--- config.mk ---
export PLATFORM = sky130hd
export DESIGN_NAME = pcirq_ctrl_top
export DESIGN_NICKNAME = d
export VERILOG_FILES = /design/src/pkg/pcirq_pkg.sv /design/src/hdl/pcirq_socket_ctl.sv /design/src/hdl/pcirq_ctrl_top.sv
export SDC_FILE = /design/constraint.sdc
export NUM_CORES = 1
export LEC_CHECK = 0
export ABC_AREA = 1
export BUFFER_PORTS_ARGS = -buffer_cell sky130_fd_sc_hd__buf_2
export CAP_MARGIN = 20
export CORE_ASPECT_RATIO = 1.25
export CORE_MARGIN = 1
export CORE_UTILIZATION = 45
export CTS_BUF_LIST = sky130_fd_sc_hd__clkbuf_4 sky130_fd_sc_hd__clkbuf_8 sky130_fd_sc_hd__clkbuf_16
export CTS_CLUSTER_DIAMETER = 120
export CTS_CLUSTER_SIZE = 12
export DETAILED_ROUTE_END_ITERATION = 8
export MAX_ROUTING_LAYER = met4
export PLACE_DENSITY = 0.74
export SYNTH_ARGS = -nofsm -noshare
export SYNTH_HDL_FRONTEND = slang
export SYNTH_SLANG_ARGS = --single-unit
--- constraint.sdc ---
create_clock -name mclk -period 1.4 [get_ports mclk]
set_input_delay 0.07 -clock mclk [delete_from_list [all_inputs] [get_ports mclk]]
set_output_delay 0.07 -clock mclk [all_outputs]
set_load 0.1 [all_outputs]
--- src/pkg/pcirq_pkg.sv ---
/*
 * Constants and carrier types for the PC Card socket interrupt and
 * general control block.
 * Assumes one host clock and two 16-bit PC Card sockets.
 */
package pcirq_pkg;
    localparam int NUM_SOCKETS = 2;
    localparam int NUM_IRQ = 16;
    localparam int SEL_W = 4;
    // Legacy index of each socket copy
    localparam logic [11:0] IDX_SOCK_A = 12'h003;
    localparam logic [11:0] IDX_SOCK_B = 12'h043;
    // Memory-mapped offset from each socket register base
    localparam logic [11:0] MEM_OFF_CTRL = 12'h803;
    localparam logic [7:0] CTRL_RESET = 8'h00;
    localparam logic [7:0] RDATA_UNMAPPED = 8'h00;
    // Field positions
    localparam int RING_EN_BIT = 7;
    localparam int CARD_RUN_BIT = 6;
    localparam int CARD_KIND_BIT = 5;
    localparam int CSC_ROUTE_BIT = 4;
    localparam int FSEL_LSB = 0;
    // Select encodings
    localparam logic [3:0] SEL_NONE = 4'h0;
    localparam logic [3:0] SEL_SMI = 4'h2;
    localparam logic [15:0] IRQ_ONE = 16'h0001;
    localparam logic [15:0] IRQ_NONE = 16'h0000;

    typedef struct packed {
        logic mem_space;
        logic socket;
        logic [11:0] offset;
        logic wr;
        logic rd;
        logic [7:0] wdata;
    } pcirq_acc_t;
endpackage

--- src/hdl/pcirq_socket_ctl.sv ---
/*
 * One socket copy of the interrupt and general control register and
 * its routing decode.
 * Assumes synchronised card inputs and a write strobe from the decoder.
 */
`timescale 1ns/10ps
`default_nettype none
module pcirq_socket_ctl (
    input wire logic mclk,
    input wire logic sys_rst,
    input wire logic wr_en,
    input wire logic [7:0] wdata,
    input wire logic card_is_16bit,
    input wire logic func_req,
    input wire logic csc_event,
    input wire logic [3:0] status_change_irq_select,
    input wire logic diag_csc_enable,
    input wire logic ring_pin,
    input wire logic battery_dead,
    output logic [7:0] ctrl,
    output logic card_reset,
    output logic [15:0] irq_vec,
    output logic smi,
    output logic pci_int,
    output logic ring_indicate,
    output logic csc_bit0_src
);
    logic [7:0] ctrl_reg;
    logic [3:0] fsel;
    logic ring_enable;
    logic card_kind;
    logic status_change_pci_route;
    logic func_active;
    logic func_pci;
    logic func_smi;
    logic [15:0] func_irq;
    logic compat_pci;
    logic csc_pci;
    logic csc_via_sel;
    logic csc_smi;
    logic [15:0] csc_irq;

    always_ff @(posedge mclk or posedge sys_rst) begin
        if (sys_rst) begin
            ctrl_reg <= pcirq_pkg::CTRL_RESET;
        end else if (wr_en) begin
            ctrl_reg <= wdata;
        end
    end

    assign ctrl = ctrl_reg;
    assign fsel = ctrl_reg[pcirq_pkg::FSEL_LSB +: pcirq_pkg::SEL_W];
    assign ring_enable = ctrl_reg[pcirq_pkg::RING_EN_BIT];
    assign card_kind = ctrl_reg[pcirq_pkg::CARD_KIND_BIT];
    assign status_change_pci_route = ctrl_reg[pcirq_pkg::CSC_ROUTE_BIT];

    // Card reset held while the run bit is low, 16-bit cards only
    assign card_reset = card_is_16bit & ~ctrl_reg[pcirq_pkg::CARD_RUN_BIT];
    assign ring_indicate = ring_enable & ring_pin;
    assign csc_bit0_src = ring_enable ? ring_pin : battery_dead;

    // Functional interrupts are only taken from I/O cards
    assign func_active = func_req & card_kind;
    assign func_pci = func_active & (fsel == pcirq_pkg::SEL_NONE);
    assign func_smi = func_active & (fsel == pcirq_pkg::SEL_SMI);
    assign func_irq = (func_active && fsel != pcirq_pkg::SEL_NONE && fsel != pcirq_pkg::SEL_SMI) ?
        (pcirq_pkg::IRQ_ONE << fsel) : pcirq_pkg::IRQ_NONE;

    // Status change routing
    assign compat_pci = status_change_pci_route | (fsel == pcirq_pkg::SEL_NONE);
    assign csc_pci = csc_event & ((status_change_irq_select == pcirq_pkg::SEL_NONE) ?
        diag_csc_enable : compat_pci);
    assign csc_via_sel = csc_event & (status_change_irq_select != pcirq_pkg::SEL_NONE) & ~compat_pci;
    assign csc_smi = csc_via_sel & (status_change_irq_select == pcirq_pkg::SEL_SMI);
    assign csc_irq = (csc_via_sel && status_change_irq_select != pcirq_pkg::SEL_SMI) ?
        (pcirq_pkg::IRQ_ONE << status_change_irq_select) : pcirq_pkg::IRQ_NONE;

    assign irq_vec = func_irq | csc_irq;
    assign smi = func_smi | csc_smi;
    assign pci_int = func_pci | csc_pci;
endmodule // pcirq_socket_ctl
`default_nettype wire

--- src/hdl/pcirq_ctrl_top.sv ---
/*
 * Interrupt and general control for two 16-bit PC Card sockets:
 * register access by legacy index or memory-mapped offset, card reset,
 * card kind, ring indicate and interrupt routing.
 * Assumes card pins are asynchronous; status inputs are on mclk.
 */
//
// Contract
// - Ring enable bit gates ring indicate on the battery/ring pin; off at reset.
// - Card reset output asserted while reset bit is zero, released when one.
// - Card reset bit acts on 16-bit cards only, never 32-bit cards.
// - Card kind bit zero means memory card, one means I/O card.
// - Route bit one sends status changes to PCI when status select is nonzero, else status select field decides.
// - Four-bit functional select routes I/O card interrupts; resets to zero.
// - Functional select zero means PCI interrupt; ORed with the route bit.
// - Each socket owns an 8-bit copy at index 03h/43h and base plus 803h.
// - Status select zero routes to PCI only when diagnostic enable set.
// - With ring enabled, status bit 0 reports ring state, not battery dead.
`timescale 1ns/10ps
`default_nettype none
module pcirq_ctrl_top #(
    parameter int NUM_IRQ = pcirq_pkg::NUM_IRQ
) (
    input wire logic mclk,
    input wire logic sys_rst,
    input wire pcirq_pkg::pcirq_acc_t acc,
    output logic [7:0] rdata,
    input wire logic [1:0] card_is_16bit,
    input wire logic [1:0] card_func_irq_pin,
    input wire logic [1:0] battery_detect1_ring_pin,
    input wire logic [1:0] csc_event,
    input wire logic [1:0] battery_dead,
    input wire logic [1:0][3:0] status_change_irq_select,
    input wire logic [1:0] diag_csc_enable,
    output logic [1:0] card_reset,
    output logic [1:0] card_kind,
    output logic [NUM_IRQ-1:0] host_irq,
    output logic smi_out,
    output logic [1:0] pci_int,
    output logic [1:0] ring_indicate,
    output logic [1:0] csc_bit0_status
);
    logic [1:0] ring_meta;
    logic [1:0] ring_sync;
    logic [1:0] func_meta;
    logic [1:0] func_sync;
    logic [1:0] hit;
    logic [1:0][7:0] ctrl;
    logic [1:0] rst_c;
    logic [1:0][15:0] irq_c;
    logic [1:0] smi_c;
    logic [1:0] pci_c;
    logic [1:0] ring_c;
    logic [1:0] bit0_c;
    logic [7:0] rdata_next;
    logic [7:0] rdata_reg;
    logic [15:0] irq_next;

    // Two-stage synchronisers for card pins
    always_ff @(posedge mclk or posedge sys_rst) begin
        if (sys_rst) begin
            ring_meta <= 2'h0;
            ring_sync <= 2'h0;
            func_meta <= 2'h0;
            func_sync <= 2'h0;
        end else begin
            ring_meta <= battery_detect1_ring_pin;
            ring_sync <= ring_meta;
            func_meta <= card_func_irq_pin;
            func_sync <= func_meta;
        end
    end

    // Address decode: legacy index or socket memory window
    assign hit[0] = acc.mem_space ? (acc.offset == pcirq_pkg::MEM_OFF_CTRL && !acc.socket) :
        (acc.offset == pcirq_pkg::IDX_SOCK_A);
    assign hit[1] = acc.mem_space ? (acc.offset == pcirq_pkg::MEM_OFF_CTRL && acc.socket) :
        (acc.offset == pcirq_pkg::IDX_SOCK_B);

    genvar s;
    generate
        for (s = 0; s < pcirq_pkg::NUM_SOCKETS; s++) begin : g_sock
            pcirq_socket_ctl u_sock (
                .mclk(mclk),
                .sys_rst(sys_rst),
                .wr_en(acc.wr & hit[s]),
                .wdata(acc.wdata),
                .card_is_16bit(card_is_16bit[s]),
                .func_req(func_sync[s]),
                .csc_event(csc_event[s]),
                .status_change_irq_select(status_change_irq_select[s]),
                .diag_csc_enable(diag_csc_enable[s]),
                .ring_pin(ring_sync[s]),
                .battery_dead(battery_dead[s]),
                .ctrl(ctrl[s]),
                .card_reset(rst_c[s]),
                .irq_vec(irq_c[s]),
                .smi(smi_c[s]),
                .pci_int(pci_c[s]),
                .ring_indicate(ring_c[s]),
                .csc_bit0_src(bit0_c[s])
            );
        end
    endgenerate

    assign rdata_next = !acc.rd ? rdata_reg : hit[0] ? ctrl[0] : hit[1] ? ctrl[1] : pcirq_pkg::RDATA_UNMAPPED;
    assign irq_next = irq_c[0] | irq_c[1];

    always_ff @(posedge mclk or posedge sys_rst) begin
        if (sys_rst) begin
            rdata_reg <= pcirq_pkg::RDATA_UNMAPPED;
            card_reset <= 2'h0;
            card_kind <= 2'h0;
            host_irq <= '0;
            smi_out <= 1'b0;
            pci_int <= 2'h0;
            ring_indicate <= 2'h0;
            csc_bit0_status <= 2'h0;
        end else begin
            rdata_reg <= rdata_next;
            card_reset <= rst_c;
            card_kind <= {ctrl[1][pcirq_pkg::CARD_KIND_BIT], ctrl[0][pcirq_pkg::CARD_KIND_BIT]};
            host_irq <= irq_next[NUM_IRQ-1:0];
            smi_out <= |smi_c;
            pci_int <= pci_c;
            ring_indicate <= ring_c;
            csc_bit0_status <= bit0_c;
        end
    end

    assign rdata = rdata_reg;
endmodule // pcirq_ctrl_top
`default_nettype wire

# Word-level counts from Yosys, hierarchy flattened

Cells that the tools add are included.

Multiplexer cells: 12
Bitwise gates (word level): 33
Shift-type cells: 4
Equal/unequal tests: 11
Reductions and logical operators: 18

Operator list:

| kind                                                 | number |
|---|---|
| two-way mux 16 bit                                   | 4 |
| << shifter 1 x 4 -> 16 bit, first input constant     | 4 |
| OR 16 bit                                            | 3 |
| AND 1 bit                                            | 20 |
| equality test 4 x 2 -> 1 bit, second input constant  | 4 |
| logical NOT 4 bit                                    | 4 |
| two-way mux 8 bit                                    | 2 |
| != test 4 x 2 -> 1 bit, second input constant        | 4 |
| nonzero test 4 bit                                   | 4 |
| equality test 12 bit, second input constant          | 1 |
| equality test 12 x 2 -> 1 bit, second input constant | 1 |
| equality test 12 x 7 -> 1 bit, second input constant | 1 |
| logical AND 1 bit                                    | 8 |
| two-way mux 1 bit                                    | 6 |
| OR 1 bit                                             | 6 |
| NOT 1 bit                                            | 4 |
| OR reduction 2 bit                                   | 1 |
| logical NOT 1 bit                                    | 1 |

Input port bits: 46
Flip-flop bits (word level): 59
Word-level logic and storage cells: 92

# Depth between registers and ports, before layout

Gate-level depths: netlist of run 1.

Depth after elaboration: 8
Mapped depth: 10
Depth with buffers taken out: 10

# Modules after synthesis

Synthesis of run 1 repeated with hierarchy kept, for this count alone.

Cells, all modules: 427
Area total of the unflattened synthesis: 3190.6 µm²

Modules (own cells, without submodules):

| module           | sequential area each (µm²) | times used | area each (µm²) | cells an instance |
|---|---|---|---|---|
| pcirq_ctrl_top   | 1076.0                     | 1          | 1609.0          | 149 |
| pcirq_socket_ctl | 200.2                      | 2          | 790.8           | 139 |

# Least setup slack after synthesis of run 1

Ideal clock, no wire load.

Path type: register to register
From: reg, netlist name rdata[0]
To: reg rdata_reg[0], in the netlist rdata[0]
Path buffers: 0
Required time: 1287 ps
Cell stages (with the launch flop): 4
Path slack: 50 ps
Library setup time: 113 ps
Arrival time: 1237 ps
Cells stage by stage: dfrtp_1 -> or2_2 -> nand2_1 -> inv_1

RTL lines:

| element              | line                  | RTL |
|---|---|---|
| to (signal assigned) | pcirq_ctrl_top.sv:111 | `rdata_reg <= pcirq_pkg::RDATA_UNMAPPED;` |
| to (signal assigned) | pcirq_ctrl_top.sv:120 | `rdata_reg <= rdata_next;` |
| to (decl)            | pcirq_ctrl_top.sv:56  | `logic [7:0] rdata_reg;` |

# Final worst setup path of run 1

From: reg g_sock[0].u_sock.ctrl_reg[0]
To: reg host_irq[1]

Word-level cells in the longest chain between the ends: 8
Elaborated cells on any way between the ends: 14

Ends and longest elaborated chain:

| element                | line                   | RTL |
|---|---|---|
| from (decl)            | pcirq_socket_ctl.sv:28 | `logic [7:0] ctrl_reg;` |
| from (signal assigned) | pcirq_socket_ctl.sv:45 | `ctrl_reg <= pcirq_pkg::CTRL_RESET;` |
| from (signal assigned) | pcirq_socket_ctl.sv:47 | `ctrl_reg <= wdata;` |
| logical NOT 4 bit      | pcirq_socket_ctl.sv:70 | `assign compat_pci = status_change_pci_route \| (fsel == pcirq_pkg::SEL_NONE);` |
| OR 1 bit               | pcirq_socket_ctl.sv:70 |  |
| NOT 1 bit              | pcirq_socket_ctl.sv:73 | `assign csc_via_sel = csc_event & (status_change_irq_select != pcirq_pkg::SEL_NONE) & ~compat_pci;` |
| AND 1 bit              | pcirq_socket_ctl.sv:73 |  |
| logical AND 1 bit      | pcirq_socket_ctl.sv:75 | `assign csc_irq = (csc_via_sel && status_change_irq_select != pcirq_pkg::SEL_SMI) ?` |
| two-way mux 16 bit     | pcirq_socket_ctl.sv:75 |  |
| OR 16 bit (*)          | pcirq_socket_ctl.sv:78 | `assign irq_vec = func_irq \| csc_irq;` |
| OR 16 bit (*)          | pcirq_ctrl_top.sv:107  | `assign irq_next = irq_c[0] \| irq_c[1];` |
| via irq_next[1]        | pcirq_ctrl_top.sv:57   | `logic [15:0] irq_next;` |
| to (signal assigned)   | pcirq_ctrl_top.sv:123  | `host_irq <= irq_next[NUM_IRQ-1:0];` |
| to (decl)              | pcirq_ctrl_top.sv:37   | `output logic [NUM_IRQ-1:0] host_irq,` |

Mark *: on every way through the listed nets, which the timed path passes. The rest lies on a longest branch.
A chain may end at the register's enable or synchronous reset.

==> impl_results.md, run 1 <==
* Status: complete, no violations
* Post-Route Skew at 0.00480 ns
* Met2 usage in global routing at 42.5%
* CTS tree: done
* Highest clock rate at 0.744 GHz
* Flop pwr share at 45.3%
* Depth of the most critical reg-to-reg path at 6
* Min cycle time layout at 1.34 ns
* Final cell count without fillers at about 580
* Switching Share at 29.0%
* Post-DRT Antenna Nets at 0
* RR Endpoint: host_irq[1]
* Crit path DAT at 1.58 ns
* Element type at the critical path start: register
* Register area share after synthesis at 49.7%
* Clk sinks at 59
* Max IR drop VDD at 702 uV
* WP data required at about 1.6 ns
* WHS at 0.00415 ns
* CP Depth at 6
* Mapped Avg Cell Area at slightly above 8 um2
* Die width at 74.7 um
* CTS clk-pin slew, worst paths at ~0.070 ns
* Seq cells post-synth at 59
* GRT overflow at 0
* Crit share post-route at between 90% and 100%
* Crit path max fanout at 7
* Synth cell types at 30
* Slew Limit Fails at 0
* Routed len/inst at 13.5 um
* GRT Util Overall at approximately a quarter
* Buf+Inv Stages, Crit Path at 1
* Core area at 0.00629 mm2
* Clock share of power at 40.6%
* H-tree depth at 3
* Kind of cell adding the most delay to the critical path: simple AND/OR/NAND/NOR gates
* Starting density of the core at 47.3%
* Post-Syn Area at 0.00297 mm2
* Via count at 2,903
* Die Ht at roughly 93 um
* Logic pwr share at 14.1%
* Fillers at between 500 and 600
* First drt pass iteration count at 4
* Worst-Skew Late Latency at about 0.34 ns
* CTS Root Cell: clkbuf_8
* CP max stage cell: dfrtp_2
* Post-route cell area at about 0.0040 mm2
* Area grow syn2layout at 35.0%
* Final setup fails at 0
* Largest net degree at the start of global routing at 35
* Gpl congestion at 0.912
* Inserted Clock Buffers at 9
* Layout cells sized above 1 at 33.6%
* Initial DRC Count at 116
* Fin util at between 60% and 70%
* Placed Cells at 537
* GR Util met3 at 6.09%
* Gr busiest metal: met2
* Worst setup margin at 0.0557 ns
* Reg-to-reg startpoint: g_sock[0].u_sock.ctrl[0]
* P_sw at about 1.1 mW
* Max-cap violation count at 0
* Crit path largest cell delay at 0.46 ns
* DR vias/cell at 5.04
* Nets@finish at 532
* Vias in the first global route at 2,847
* Post-Route WL at approximately 7800 um
* Placed inst area at about 0.0035 mm2
* Setup crit start: g_sock[0].u_sock.ctrl[0]
* Internal at roughly 2.8 mW
* Worst path cell trace: inv_2, nand3_1, nor2_2, nor2_4, a31oi_1, nand3_1
* Pwr Density at 969 mW/mm2
* First-pass GRT wire length at 12,600 um
* Number of hold violations in the final report at 0
* HP Class: input port to register
* Die area at between 0.006 and 0.007 mm2
* IO Port Bufs at 80
* Pleak at 2.10 nW
* Critical Path Sink: host_irq[1]
* ANT cells at 0
* Post-Synthesis Cells at 365
* Detailed Place HPWL at roughly 5600 um
* Cell Rows at 32
* Global Route met1 Usage at between 20 and 30%
* Syn. warnings at 0
* Post-Place Worst Slack at 0.0120 ns
* DRC errors left at 0
* PnR Total Power at 3.89 mW
* CP Capture Type: register
* Setup TNS at 0 ns
* CP Class: register to register
* Reg-to-reg slack, setup at 0.06 ns
* Deepest clock path buffer count at 2
* CP most frequent cell: nand3_1
* Io pins at a little over 80
* Initial antenna violation count at 0
-- Yosys cell counts --
cell,instances,area [um2]
o21ai_1,2,10.0
nor2_1,38,143
conb_1,1,3.75
a21oi_1,4,20.0
a22oi_1,3,22.5
nand2_1,73,274
a32oi_1,1,8.76
inv_1,50,188
a31oi_1,5,31.3
nand4_1,17,106
nand2_4,2,22.5
buf_6,5,56.3
nor3_1,11,55.1
buf_2,2,10.0
dfrtp_1,59,1480
nor2_2,2,12.5
nor4_1,3,18.8
nand3b_2,1,11.3
clkbuf_1,1,3.75
or2_2,9,56.3
nand3_1,44,220
inv_2,4,15.0
o22ai_1,2,12.5
buf_4,1,7.51
nand3_2,2,20.0
o21ai_2,8,70.1
nand3b_1,1,7.51
nor2_4,3,33.8
nand2_2,1,6.26
o21ai_0,10,50.1
-- kinds of logic after synthesis --
group / Yosys count / share of synthesized area (%)
AO/OA/AOI/OAI: 35 / 7.58
AND/OR/NAND/NOR: 207 / 33.2
other: 1 / 0.126
buffers and inverters: 63 / 9.43
flip-flops: 59 / 49.7
-- placed cells by master, fill, tap and decap left out, types with 3 or more instances in the layout --
cell,Yosys,layout
nor2_1,38,36
clkinvlp_4,0,3
a31oi_1,5,4
dlygate4sd3_1,0,13
inv_2,4,5
a21oi_1,4,3
nand2_1,73,72
o21ai_0,10,10
clkbuf_8,0,10
buf_4,1,23
or2_2,9,9
dfrtp_1,59,57
nor2_4,3,6
nor4_1,3,3
inv_1,50,48
nand3_1,44,44
o21ai_2,8,8
nand4_1,17,17
buf_2,2,80
nor3_1,11,10
-- per-layer routing --
metal | share of wire (%) | vias up
met3 | 6.7 | 15
met2 | 53 | 111
met1 | 38 | 1348
li1 | - | 1429
met4 | 2.1 | 0
met5 | 0 | -
-- worst min-delay path: cells and delay by family --
family          cells  cell delay (ns)
compound gates      1             0.06
buf+inv             2             0.18
-- worst min-delay path by stage --
| stage | from | endpoint | slack (ns) | cells past startpoint |
|---|---|---|---|---|
| floorplan | card_func_irq_pin[0] | func_meta[0] | 0.10 | 0 |
| global placement | sys_rst | ring_indicate[1] | 0.18 | 3 |
| detailed placement | card_func_irq_pin[1] | func_meta[1] | 0.18 | 1 |
| CTS | acc[6] | g_sock[1].u_sock.ctrl[6] | 0.005 | 3 |
| global route | acc[6] | g_sock[1].u_sock.ctrl[6] | 0.01 | 3 |
| finish | acc[7] | g_sock[1].u_sock.ctrl[7] | 0.004 | 3 |
-- final cells by class --
| cell class | instances | area, um2 | share of cell area [%] |
|---|---|---|---|
| Sequential cell | 59 | 1480 | 36.8 |
| Clock buffer | 10 | 138 | 3.43 |
| Multi-Input combinational cell | 245 | 1300 | 32.3 |
| Clock inverter | 6 | 63.8 | 1.59 |
| Tap cell | 85 | 106 | 2.65 |
| Inverter | 54 | 206 | 5.14 |
| Timing Repair Buffer | 117 | 723 | 18.0 |
-- repair_timing --
action                     4_1_cts  5_1_grt
gates cloned                     0        1
hold buffers                    13        0
hold endpoints to repair        72        0
setup endpoints to repair        3       15
pin swaps                        1        6
buffers inserted                 1        8
gates resized for setup          1       16
-- power groups by stage --
stage / Sequential, mW / Combinational [mW] / Clock (mW)
after global placement: 1.79 / 0.512 / 0
final: 1.76 / 0.550 / 1.58
after global routing: 1.77 / 0.592 / 1.68
after detailed placement: 1.79 / 0.515 / 0
after floorplan: 2.00 / 0.148 / 0
after CTS: 1.76 / 0.545 / 1.58
No activity file was read; power rests on OpenSTA's default activity.
==> inputs of run 2 (changes only) <==
- ABC_AREA: 1 -> 0
- CAP_MARGIN: 20 -> unset
- PLACE_DENSITY: 0.74 -> 0.75
==> run 2 against run 1 <==
  * The run now ends with negative setup slack left
  * Setup slack got worse by 0.19 ns
  * First-iteration DRC count is 75% higher
  * Clock skew grew 0.0017 ns
  * Combinational power down 34%
  * Critical endpoint is now host_irq[9]
  * Clock power is 12% higher
  * Maximum frequency decreased by 13%
  * Non-clock buffer count up 9
  * Utilization is 4.9 points higher
  * Flip-flop and latch count is the same
  * Global-route usage down 0.69 points
  * Total power decreased by 0.40%
  * Die area is 11% lower
==> impl_results.md, run 2 <==
* Status: finished, violations left
* Violated checks: negative setup slack
* Post-Synthesis Cells at 214 (-41%)
* Max IR drop VDD at 767 uV (+9.3%)
* Pleak at 1.89 nW (-10%)
* Clk sinks at 59 (unchanged)
* Area grow syn2layout at 43.9%
* Synth area leaders: dfrtp_1, mux2_2, a221o_1, nor2b_1, o211ai_1
* Worst slew pin tran at 0.591 ns
* Synth cell count leaders: dfrtp_1, mux2_2, nand2_1
* ANT cells at 0 (unchanged)
* CTS Root Cell: clkbuf_8
* DR vias/cell at 5.44 (+7.9%)
* Element type at the critical path start: register
* Die area at 0.00617 mm2 (-11%)
* IO Port Bufs at 80 (unchanged)
* Mapped Avg Cell Area at 12.3 um2 (+51%)
* Most common cell in the synthesized netlist: dfrtp_1
* Via count at 2,257 (-22%)
* Crit path DAT at 1.74 ns (+0.16 ns)
* CP Class: register to register
* H-tree depth at 3 (unchanged)
* Die Ht at 87.6 um (-5.7%)
* Cell Rows at 30 (-6.3%)
* Gpl congestion at 0.883 (-3.2%)
* Register area share after synthesis at 56.0% (+6.4 points)
* CTS clk-pin slew, worst paths at 0.06 ns (about the same)
* Pwr Density at 1020 mW/mm2 (+5.4%)
* Post-synth EDFFs at 0 (unchanged)
* Commonest non-fill, non-tap cell in the layout: buf_2
* Most frequent cells in the layout: buf_2, dfrtp_1, buf_4
* Layout cells sized above 1 at 47.0% (+13 points)
* Number of hold violations in the final report at 0 (unchanged)
* Dominant synthesized flop cell: dfrtp_1
* Async S/R FF share, synth at 100% (unchanged)
* Die width at 70.4 um (-5.7%)
* Worst setup margin at -0.138 ns (-0.193 ns)
* Internal at 2.98 mW (+7.8%)
* Setup TNS at -0.786 ns (-0.786 ns)
* Io pins at 81 (unchanged)
* Clock share of power at 45.8% (+5.2 points)
* First drt pass iteration count at 4 (unchanged)
* Syn. warnings at 0 (unchanged)
* Post-DRT Antenna Nets at 0 (unchanged)
* GRT overflow at 0 (unchanged)
* Post-synth top area cell: dfrtp_1
* Inserted Clock Buffers at 9 (unchanged)
* Seq cells post-synth at 59 (unchanged)
* GRT Util Overall at 24.3% (-0.69 points)
* WP data required at 1.60 ns (-0.03 ns)
* P_sw at 0.897 mW (-21%)
* Vias in the first global route at 2,245 (-21%)
* Initial DRC Count at 203 (+75%)
* Starting density of the core at 47.8% (+0.46 points)
* Crit share post-route at 110% (+14 points)
* Slew Limit Fails at 0 (unchanged)
* Core area at 0.00552 mm2 (-12%)
* HP Class: input port to register
* Detailed Place HPWL at 4590 um (-19%)
* DRC errors left at 0 (unchanged)
* Logic pwr share at 9.3% (-4.8 points)
* Highest clock rate at 0.650 GHz (-13%)
* CTS tree: done
* WHS at 0.0364 ns (+0.0323 ns)
* Post-Route WL at 6570 um (-16%)
* Min cycle time layout at 1.54 ns (+0.193 ns)
* Largest net degree at the start of global routing at 60 (+71%)
* Synth cell types at 49 (+63%)
* Nets@finish at 392 (-26%)
* Crit path max fanout at 3 (-4)
* Placed Cells at 378 (-30%)
* Max-cap violation count at 0 (unchanged)
* Fin util at 68.7% (+4.9 points)
* Worst-Skew Late Latency at 0.34 ns (about the same)
* Headroom to the max-slew limit at between 60% and 70%
* Deepest clock path buffer count at 2 (unchanged)
* Post-Route Skew at 0.00647 ns (+0.00167 ns)
* CP Capture Type: register
* Final cell count without fillers at 415 (-28%)
* First-pass GRT wire length at 10,900 um (-14%)
* RSZ-0062 raised after global routing: true
* Switching Share at 23.2% (-5.9 points)
* Share of the synthesized area in the top cell type at 56.0% (+6.4 points)
* Final setup fails at 10 (+10)
* Flop pwr share at 44.9% (-0.4 points)
* Post-Syn Area at 0.00264 mm2 (-11%)
* Initial antenna violation count at 0 (unchanged)
* Routed len/inst at 15.8 um (+17%)
run 2: worst max-delay path, cell delays in order, from the launching register on:
cell	delay, ns
dfrtp_1	0.40
nor4_4	0.29
buf_4	0.16
buf_6	0.09
nor4b_4	0.04
a222oi_1	0.28
o21ai_1	0.13
run 2: through the flow:
step | area [um2] | total power [mW] | setup WS [ns]
after floorplan | 2640 | 1.95 | -0.114
after global placement | 3270 | 2.08 | -0.142
after detailed placement | 3270 | 2.08 | -0.233
after CTS | 3760 | 3.89 | -0.127
after global routing | 3790 | 4.02 | -0.246
final | 3790 | 3.87 | -0.138
run 2: path summary, 6_finish.rpt:
check,start,to,slack (ns),cells past startpoint
setup / recovery,g_sock[0].u_sock.ctrl[2],host_irq[9],-0.14,6
hold / removal,csc_event[0],pci_int[0],0.04,3
setup reg to reg,g_sock[0].u_sock.ctrl[2],host_irq[9],-0.14,6
hold reg to reg,ring_meta[0],ring_sync[0],0.35,0
max in group asynchronous,sys_rst,func_meta[1],0.81,4
min in group asynchronous,sys_rst,ring_indicate[1],0.34,4
run 2: cell families (layout without fill, tap and decap cells):
family	after synthesis	after routing	share of synthesized area, %
AND/OR/NAND/NOR	80	80	19.6
buffers and inverters	11	147	2.61
flip-flops	59	59	56.0
other	1	2	0.142
AO/OA/AOI/OAI	44	44	13.5
multiplexers	19	19	8.07
run 2: final cells by class:
| cell class | count | area [um2] |
|---|---|---|
| Multi-Input combinational cell | 145 | 1170 |
| Clock inverter | 4 | 72.6 |
| Fill cell | 418 | 1730 |
| Inverter | 5 | 22.5 |
| Tap cell | 64 | 80.1 |
| Sequential cell | 59 | 1480 |
| Clock buffer | 12 | 159 |
| Timing Repair Buffer | 126 | 815 |
run 2: what timing repair did:
| item | 4_1_cts | 5_1_grt |
|---|---|---|
| endpoints found under the setup margin | 15 | 15 |
| pin swaps | 5 | 5 |
| resized for setup | 7 | 8 |
| hold endpoints to repair | 83 | 0 |
| hold buffers | 18 | 0 |
| setup buffers | 6 | 0 |
run 2: power by group through the flow:
stage          clock network (mW)  logic, mW  registers, mW
6_report                     1.77      0.362           1.74
5_1_grt                      1.89      0.391           1.74
4_1_cts                      1.80      0.359           1.74
3_5_place_dp                    0      0.312           1.77
3_3_place_gp                    0      0.307           1.77
2_1_floorplan                   0     0.0843           1.87
run 2: layer usage:
metal  global-route usage, %  share of wire [%]
met1                    26.3                 38
met2                    41.3                 54
met3                    5.29                4.9
met4                    14.0                2.8
met5                       -                  0
